## config.mk

```make
export PLATFORM = sky130hd
export DESIGN_NAME = srp_rect_logic
export DESIGN_NICKNAME = d
export VERILOG_FILES = /design/src/hdl/srp_pkg.sv /design/src/hdl/srp_rect_logic.sv
export SDC_FILE = /design/constraint.sdc
export NUM_CORES = 1
export LEC_CHECK = 0
export BUFFER_PORTS_ARGS = -buffer_cell sky130_fd_sc_hd__buf_4
export CAP_MARGIN = 20
export CORE_MARGIN = 10
export CORE_UTILIZATION = 25
export DETAILED_ROUTE_END_ITERATION = 12
export HOLD_SLACK_MARGIN = 0.05
export PLACE_DENSITY = 0.41
export SLEW_MARGIN = 40
export SYNTH_ARGS = -nofsm -noshare
export SYNTH_HDL_FRONTEND = slang
export SYNTH_SLANG_ARGS = --single-unit
```

## constraint.sdc

```tcl
create_clock -name core_clk -period 2.1 [get_ports core_clk]
set_clock_uncertainty 0.15 [all_clocks]
set_input_delay 0.21 -clock core_clk [delete_from_list [all_inputs] [get_ports core_clk]]
set_output_delay 0.21 -clock core_clk [all_outputs]
set_load 0.01 [all_outputs]
```

## src/hdl/srp_pkg.sv

```systemverilog
// constants and types for the synchronous rectifier gate logic
// assumes one 250 MHz core clock and a plain register port with 32-bit data
package srp_pkg;
   localparam int unsigned SRP_CLK_MHZ = 250;
   localparam int unsigned SRP_ADDR_W = 8;
   localparam int unsigned SRP_DATA_W = 32;
   localparam int unsigned SRP_CNT_W = 16;
   localparam int unsigned SRP_NUM_OUT = 8;

   localparam logic [7:0] SRP_CTRL_ADDR = 8'h00;
   localparam logic [7:0] SRP_CLAMP_ADDR = 8'h04;
   localparam logic [7:0] SRP_RISE_DLY_ADDR = 8'h08;
   localparam logic [7:0] SRP_FALL_DLY_ADDR = 8'h0c;
   localparam logic [7:0] SRP_STATUS_ADDR = 8'h10;

   localparam logic [7:0] SRP_CTRL_RESET = 8'h00;
   localparam logic [15:0] SRP_CLAMP_RESET = 16'h00ff;
   localparam logic [15:0] SRP_DLY_RESET = 16'h0000;

   // status word layout
   localparam int unsigned SRP_ST_STATE_A = 0;
   localparam int unsigned SRP_ST_STATE_B = 1;
   localparam int unsigned SRP_ST_ON = 2;
   localparam int unsigned SRP_ST_RUN = 3;
   localparam int unsigned SRP_ST_CNT_LSB = 16;

   // logic output positions
   localparam int unsigned SRP_OUT_A = 0;
   localparam int unsigned SRP_OUT_A_OE = 1;
   localparam int unsigned SRP_OUT_B = 2;
   localparam int unsigned SRP_OUT_B_OE = 3;
   localparam int unsigned SRP_OUT_QA0 = 4;
   localparam int unsigned SRP_OUT_QB0 = 5;
   localparam int unsigned SRP_OUT_QA1 = 6;
   localparam int unsigned SRP_OUT_QB1 = 7;

   // edge events, fall_a in bit 0 up to rise_a in bit 3
   typedef struct packed {
      logic rise_a;
      logic rise_b;
      logic fall_b;
      logic fall_a;
   } srp_events_t;

   typedef struct packed {
      logic [SRP_ADDR_W-1:0] addr;
      logic [SRP_DATA_W-1:0] wdata;
      logic wr;
      logic rd;
   } srp_bus_req_t;
endpackage

```

## src/hdl/srp_rect_logic.sv

```systemverilog
// synchronous rectifier gate logic: edge events, clamp counter, two state bits,
// logic output mux and a two-channel turn-on delay stage
// assumes primary pwm pins and the on control are asynchronous to core_clk
`timescale 1ns/1ps
`default_nettype none
module srp_rect_logic
   import srp_pkg::*;
(
   input wire logic core_clk,
   input wire logic rst,
   input wire logic primary_out_a,
   input wire logic primary_out_b,
   input wire logic rectifier_on_control,
   input wire srp_bus_req_t bus_req,
   output logic [SRP_DATA_W-1:0] bus_rdata,
   output logic [SRP_NUM_OUT-1:0] logic_out,
   output logic rect_out_a,
   output logic rect_out_b
);
   // pin synchronisers, the third stage is the edge reference
   logic [2:0] pin_s1_reg, pin_s1_next;
   logic [2:0] pin_s2_reg, pin_s2_next;
   logic [2:0] pin_d_reg, pin_d_next;
   srp_events_t ev;
   logic on_ok;

   always_comb begin
      pin_s1_next = {rectifier_on_control, primary_out_b, primary_out_a};
      pin_s2_next = pin_s1_reg;
      pin_d_next = pin_s2_reg;
   end

   always_ff @(posedge core_clk) begin
      if (rst) begin
         pin_s1_reg <= 3'h0;
         pin_s2_reg <= 3'h0;
         pin_d_reg <= 3'h0;
      end else begin
         pin_s1_reg <= pin_s1_next;
         pin_s2_reg <= pin_s2_next;
         pin_d_reg <= pin_d_next;
      end
   end

   always_comb begin
      ev.fall_a = ~pin_s2_reg[0] & pin_d_reg[0];
      ev.fall_b = ~pin_s2_reg[1] & pin_d_reg[1];
      ev.rise_b = pin_s2_reg[1] & ~pin_d_reg[1];
      ev.rise_a = pin_s2_reg[0] & ~pin_d_reg[0];
      on_ok = pin_s2_reg[2];
   end

   // register file
   logic [7:0] ctrl_reg, ctrl_next;
   logic [15:0] clamp_reg, clamp_next;
   logic [15:0] rise_dly_reg, rise_dly_next;
   logic [15:0] fall_dly_reg, fall_dly_next;
   logic [SRP_DATA_W-1:0] rdata_reg, rdata_next;
   logic state_a_reg, state_b_reg, run_reg;
   logic [SRP_CNT_W-1:0] cnt_reg;

   always_comb begin
      ctrl_next = ctrl_reg;
      clamp_next = clamp_reg;
      rise_dly_next = rise_dly_reg;
      fall_dly_next = fall_dly_reg;
      rdata_next = '0;
      if (bus_req.wr) begin
         unique case (bus_req.addr)
            SRP_CTRL_ADDR: ctrl_next = bus_req.wdata[7:0];
            SRP_CLAMP_ADDR: clamp_next = bus_req.wdata[15:0];
            SRP_RISE_DLY_ADDR: rise_dly_next = bus_req.wdata[15:0];
            SRP_FALL_DLY_ADDR: fall_dly_next = bus_req.wdata[15:0];
            default: ;
         endcase
      end
      if (bus_req.rd) begin
         unique case (bus_req.addr)
            SRP_CTRL_ADDR: rdata_next = {24'h000000, ctrl_reg};
            SRP_CLAMP_ADDR: rdata_next = {16'h0000, clamp_reg};
            SRP_RISE_DLY_ADDR: rdata_next = {16'h0000, rise_dly_reg};
            SRP_FALL_DLY_ADDR: rdata_next = {16'h0000, fall_dly_reg};
            SRP_STATUS_ADDR: begin
               rdata_next[SRP_ST_STATE_A] = state_a_reg;
               rdata_next[SRP_ST_STATE_B] = state_b_reg;
               rdata_next[SRP_ST_ON] = on_ok;
               rdata_next[SRP_ST_RUN] = run_reg;
               rdata_next[SRP_ST_CNT_LSB +: SRP_CNT_W] = cnt_reg;
            end
            default: rdata_next = '0;
         endcase
      end
   end

   always_ff @(posedge core_clk) begin
      if (rst) begin
         ctrl_reg <= SRP_CTRL_RESET;
         clamp_reg <= SRP_CLAMP_RESET;
         rise_dly_reg <= SRP_DLY_RESET;
         fall_dly_reg <= SRP_DLY_RESET;
         rdata_reg <= '0;
      end else begin
         ctrl_reg <= ctrl_next;
         clamp_reg <= clamp_next;
         rise_dly_reg <= rise_dly_next;
         fall_dly_reg <= fall_dly_next;
         rdata_reg <= rdata_next;
      end
   end

   assign bus_rdata = rdata_reg;

   // on-time counter and the two state bits
   logic run_next, state_a_next, state_b_next;
   logic [SRP_CNT_W-1:0] cnt_next;
   logic match, clear_a;

   always_comb begin
      // match fires when a running count reaches the clamp value
      match = run_reg & (cnt_reg == clamp_reg);
      run_next = run_reg;
      cnt_next = cnt_reg;
      if (ev.rise_a) begin
         run_next = 1'b1;
         cnt_next = '0;
      end else if (match) begin
         run_next = 1'b0;
      end else if (run_reg) begin
         cnt_next = cnt_reg + 16'h0001;
      end
      // whichever end comes first wins, so no mode select exists
      clear_a = ev.fall_a | match;
      state_a_next = (~state_a_reg & ev.rise_a) | (state_a_reg & ~clear_a);
      // first event is the fall of primary b, second event its rise
      state_b_next = (state_b_reg & ~ev.rise_b) | (~state_b_reg & ev.fall_b);
      if (!on_ok) begin
         state_a_next = 1'b0;
         state_b_next = 1'b0;
      end
   end

   always_ff @(posedge core_clk) begin
      if (rst) begin
         run_reg <= 1'b0;
         cnt_reg <= '0;
         state_a_reg <= 1'b0;
         state_b_reg <= 1'b0;
      end else begin
         run_reg <= run_next;
         cnt_reg <= cnt_next;
         state_a_reg <= state_a_next;
         state_b_reg <= state_b_next;
      end
   end

   // turn-on delay stage fed by the qualifier signals
   logic [15:0] dly_a_reg, dly_a_next, dly_b_reg, dly_b_next;
   logic db_a_reg, db_a_next, db_b_inv_reg, db_b_inv_next;
   logic b_inv;

   always_comb begin
      // channel a: rising-edge delay on the qualifier itself
      db_a_next = 1'b0;
      dly_a_next = '0;
      if (state_a_reg) begin
         db_a_next = db_a_reg;
         dly_a_next = dly_a_reg;
         if (!db_a_reg) begin
            if (dly_a_reg == rise_dly_reg) begin
               db_a_next = 1'b1;
            end else begin
               dly_a_next = dly_a_reg + 16'h0001;
            end
         end
      end
      // channel b: invert, delay the falling edge, invert back
      b_inv = ~state_b_reg;
      db_b_inv_next = 1'b1;
      dly_b_next = '0;
      if (!b_inv) begin
         db_b_inv_next = db_b_inv_reg;
         dly_b_next = dly_b_reg;
         if (db_b_inv_reg) begin
            if (dly_b_reg == fall_dly_reg) begin
               db_b_inv_next = 1'b0;
            end else begin
               dly_b_next = dly_b_reg + 16'h0001;
            end
         end
      end
   end

   always_ff @(posedge core_clk) begin
      if (rst) begin
         db_a_reg <= 1'b0;
         db_b_inv_reg <= 1'b1;
         dly_a_reg <= '0;
         dly_b_reg <= '0;
      end else begin
         db_a_reg <= db_a_next;
         db_b_inv_reg <= db_b_inv_next;
         dly_a_reg <= dly_a_next;
         dly_b_reg <= dly_b_next;
      end
   end

   // logic output mux, each bit gated by its own bit of ctrl_reg
   logic [SRP_NUM_OUT-1:0] out_raw, out_reg, out_next;
   logic ra_reg, ra_next, rb_reg, rb_next;

   always_comb begin
      out_raw[SRP_OUT_A] = db_a_reg;
      out_raw[SRP_OUT_A_OE] = on_ok;
      out_raw[SRP_OUT_B] = ~db_b_inv_reg;
      out_raw[SRP_OUT_B_OE] = on_ok;
      out_raw[SRP_OUT_QA0] = state_a_reg;
      out_raw[SRP_OUT_QB0] = state_b_reg;
      out_raw[SRP_OUT_QA1] = state_a_reg;
      out_raw[SRP_OUT_QB1] = state_b_reg;
      out_next = out_raw & ctrl_reg;
      ra_next = db_a_reg;
      rb_next = ~db_b_inv_reg;
   end

   always_ff @(posedge core_clk) begin
      if (rst) begin
         out_reg <= '0;
         ra_reg <= 1'b0;
         rb_reg <= 1'b0;
      end else begin
         out_reg <= out_next;
         ra_reg <= ra_next;
         rb_reg <= rb_next;
      end
   end

   assign logic_out = out_reg;
   assign rect_out_a = ra_reg;
   assign rect_out_b = rb_reg;
endmodule
`default_nettype wire

```

==> Yosys cells after proc, flatten, opt, wreduce, memory -nomap -nowiden <==
Cells that the tools add are included.
W data, S select, Z words.
{ "totals": {"input_bits": 47, "reg_bits": 159} }
{ "op_classes": {"n_addsub": 3, "reduce_logical": 15, "n_bitwise": 29, "eq_ne": 7, "muxes": 8} }
{ "op_table": {"columns": ["cell", "count"], "rows": [
  ["$add A16 B1 Y16 const B", 3],
  ["$eq A16 B16 Y1", 3],
  ["$pmux W12 S4", 1],
  ["$pmux W4 S5", 1],
  ["$eq A8 B4 Y1 const B", 2],
  ["$not A1 Y1", 16],
  ["$reduce_and A2 Y1", 7],
  ["$reduce_or A2 Y1", 5],
  ["$and A1 B1 Y1", 9],
  ["$and A8 B8 Y8", 1],
  ["$eq A8 B3 Y1 const B", 1],
  ["$eq A8 B5 Y1 const B", 1],
  ["$logic_not A8 Y1", 1],
  ["$mux W1", 6],
  ["$or A1 B1 Y1", 3],
  ["$reduce_or A3 Y1", 1],
  ["$reduce_bool A2 Y1", 1]
]} }

==> Logic depth before layout (Yosys ltp) <==
{ "depth": {"ltp_word": 6, "depth_mapped": 8, "mapped_depth_nobuf": 6} }

==> Least setup slack after synthesis <==
No wires, ideal clock.
{ "synth_path": {"kind": "input port to flip-flop", "from": "in bus_req[39] (netlist name)", "to": "reg clamp_reg[0]", "n_path_buf": 2, "arrival_time_ns": 1.687, "setup_time_ns": 0.122, "cell_stages": 7, "path_slack_ns": 0.141, "cell_sequence": "or4_4 buf_6 nor4b_4 nand2_4 buf_6 nand2_1 nand3b_1"} }
{ "synth_between": {"elab_chain_len": 2} }
{ "synth_lines": {"columns": ["item", "line", "rtl"], "rows": [
  ["start: declaration", "srp_rect_logic.sv:14", "input wire srp_bus_req_t bus_req,"],
  ["$eq A8 B3 Y1", "srp_rect_logic.sv:69", "unique case (bus_req.addr)"],
  ["$reduce_and A2 Y1 (no source line)", null, null],
  ["end signal: assignment", "srp_rect_logic.sv:104", "clamp_reg <= clamp_next;"],
  ["end: declaration", "srp_rect_logic.sv:55", "logic [15:0] clamp_reg, clamp_next;"]
]} }
No other way between the ends.
A chain may end at the register's enable or synchronous reset.

==> Worst setup path after layout <==
{ "layout_path": {"from": "reg clamp_reg[2]", "to": "reg cnt_reg[8]"} }
{ "layout_between": {"elab_chain_len": 4} }
{ "layout_lines": {"columns": ["item", "line", "rtl"], "rows": [
  ["$eq A16 B16 Y1", "srp_rect_logic.sv:120", "match = run_reg & (cnt_reg == clamp_reg);"],
  ["$and A1 B1 Y1", "srp_rect_logic.sv:120", null],
  ["$not A1 Y1 (no source line)", null, null],
  ["$reduce_and A2 Y1 (no source line)", null, null],
  ["end signal: assignment", "srp_rect_logic.sv:150", "cnt_reg <= cnt_next;"],
  ["end: declaration", "srp_rect_logic.sv:60", "logic [SRP_CNT_W-1:0] cnt_reg;"]
]} }
No other way between the ends.

==> impl_metrics.tcl <==
set metrics [dict create \
    status "complete, no violations" \
    seq_area_frac_synth 0.462 \
    yosys_register_bits 159 \
    drive_above_1_share 0.208 \
    stdcell_area_mm2 0.00897 \
    worstSetupPathType "flip-flop to flip-flop" \
    synth_warnings 0 \
    critPathTopFamily "compound AO/OA/AOI/OAI gates" \
    clkSlewWorstSetupHoldPaths_ps 70 \
    hpwl_um 15900 \
    grt_pass1_vias 5722 \
    cp_num_buf_inv 1 \
    fmax_ghz 0.483 \
    syn_inst 786 \
    slew_headroom 0.720 \
    dpl_cell_area_mm2 0.00810 \
    antenna_left 0 \
    grt_max_degree 33 \
    ios 89 \
    initial_utilization 0.255 \
    cp.arrival_ps 2230 \
    clockBufferDepth 2 \
    critical-path-max-stage-delay_ps 490 \
    gr-total-overflow 0 \
    wl_um 21900 \
    ys_async_sr_fraction 0 \
    first_iter_violations 480 \
    reg2reg_depth 6 \
    synth_edf_count 0 \
    hp-start "bus_req[1]" \
    dp_cells 1207 \
    drt_pass1_iterations 7 \
    vdd_drop_max_mv 0.423 \
    grt_pass1_wl_um 33600 \
    synth_most_common_cell "dfxtp_1" \
    filler_cell_count 2866 \
    stdcell_count 1263 \
    clock-sinks 159 \
    drv_cap 0 \
    leakage_nw 3.17 \
    numCtsBuffers 17 \
    coreArea_mm2 0.0270 \
    grt_setup_unrepaired "no" \
    die_x_um 186 \
    synth.area.top_cells "dfxtp_1, a21oi_1, xnor2_1" \
    grtUsageTotal 0.127 \
    fin_tns_setup_ps 0 \
    die_h_um 186 \
    tightest_slew_ps 421 \
    antenna_found_initial 0 \
    setup_viol 0 \
    via_per_inst 4.79 \
    hp-class "input port to flip-flop" \
    reg2reg_slack_ps 30 \
    synth_top_area_frac 0.462 \
    drt-wirelength-per-cell_um 17.3 \
    powerDensity_mw_per_mm2 728 \
    hold_end "fall_dly_reg[3]" \
    period_share 0.987 \
    r2r_start "clamp_reg[2]" \
    antenna_cells 0 \
    syn2layout_area_growth_pct 30.2 \
    finalCriticalPeriod_ps 2070 \
    postSynthAreaPerCell_um2 8.76 \
    path_cells "xnor2_1, nand4_1, o41ai_4, buf_4, or4_1, a21oi_1" \
    worstReg2RegEnd "cnt_reg[8]" \
    num_vias 6050 \
    crit_path_start_kind "flip-flop" \
    end_kind "flip-flop" \
    root_buffer "clkbuf_16" \
    gp_congestion 0.769 \
    finalNetCount 959 \
    synth_flop_cell "dfxtp_1" \
    critPathRequiredTime_ps 2260 \
    crit_slowest_cell "o41ai_4" \
    io_buffers 72 \
    whs_path_depth 3 \
    synth_common_cells "dfxtp_1, nand2_1, a21oi_1, nand3_1, xnor2_1" \
    synth_largest_area_cell "dfxtp_1" \
    hold_viol_final 0 \
    slew_viol_final 0 \
    cts_max_level 4 \
    core.rowCount 60 \
    synth.cell_area_mm2 0.00689 \
    post-route-drc-count 0 \
    worstSkewPairLatency_ps 430 \
    ys_types 53 \
    largest_reg_flops 32 \
    crit_fanout 14 \
    cts_tree "done" \
    die_area_mm2 0.0346 \
    synth_nets 836 \
]
==> layer usage <==
metal / global-route usage / vias up / wire length, um
li1: - / 3048 / -
met1: 0.168 / 2855 / 10400
met2: 0.200 / 136 / 10200
met3: 0.0298 / 11 / 1060
met4: 0.0368 / 0 / 212
met5: 0 / - / 0
==> timing repair <==
| item | in CTS | in global routing |
|---|---|---|
| resized for setup | 0 | 10 |
| hold buffers | 21 | 0 |
| setup endpoints to repair | 0 | 17 |
| endpoints found under the hold margin | 65 | 0 |
| buffers inserted | 0 | 2 |
==> layout make-up <==
class,count,area (um^2),area share
clock inverters,13,161,0.0180
multi-input cells,567,3480,0.388
clock buffers,19,443,0.0494
inverters,11,41.3,0.00460
well taps,341,427,0.0476
repair buffers,153,1230,0.137
flip-flops and latches,159,3190,0.355
==> per-stage QoR <==
step                hold WS [ps]  setup WS (ps)   util  power, W
floorplan                    184            141      -   0.00319
global placement             267           31.7  0.300   0.00331
detailed placement           277           46.6  0.300   0.00331
CTS                         64.7           17.2  0.330   0.00661
global route                87.8           1.99  0.332   0.00674
finish                      83.4           27.5  0.332   0.00653
==> cell families after synthesis <==
family / share of synthesized area
simple gates: 0.268
xor+xnor: 0.0623
compound gates: 0.142
flops: 0.462
fa+ha+maj: 0.00690
buf+inv: 0.0383
mux: 0.0203
==> worst reg2reg max path: cells and delay by family, from the launching register on <==
| family | cells | cell delay [ps] |
|---|---|---|
| and+or+nand+nor | 2 | 370 |
| buffers and inverters | 1 | 270 |
| DFF | 1 | 370 |
| AOI/OAI and AO/OA | 2 | 550 |
| xor gates and xnor gates | 1 | 250 |
==> worst max-delay path by stage <==
stage / from / endpoint / depth (start not counted)
3_3_place_gp: bus_req[39] / bus_rdata[1] / 6
4_1_cts: clamp_reg[3] / cnt_reg[3] / 6
3_5_place_dp: bus_req[39] / bus_rdata[1] / 5
2_1_floorplan: bus_req[39] / clamp_reg[0] / 7
5_1_grt: cnt_reg[13] / cnt_reg[9] / 6
6_report: clamp_reg[2] / cnt_reg[8] / 6
==> where the power goes <==
group	total (W)	internal, W	switching (W)
logic	0.000249	0.000108	0.000141
clock network	0.00325	0.00190	0.00134
registers	0.00303	0.00303	0.00000905
==> placed cells by master, fill, tap and decap left out, drive strengths merged, types with 8 or more instances in the layout <==
master,count
or3,18
a22oi,12
buf,132
and2,26
mux2,8
o31ai,12
clkbuf,19
inv,13
nor2b,15
a222oi,8
nor2,29
dlygate4sd3,21
nand2,112
nand3,57
o21ai,19
dfxtp,159
nand3b,9
nand4,24
or4,20
xnor2,49
nand2b,8
a21oi,90
No activity file was read; power rests on OpenSTA's default activity.
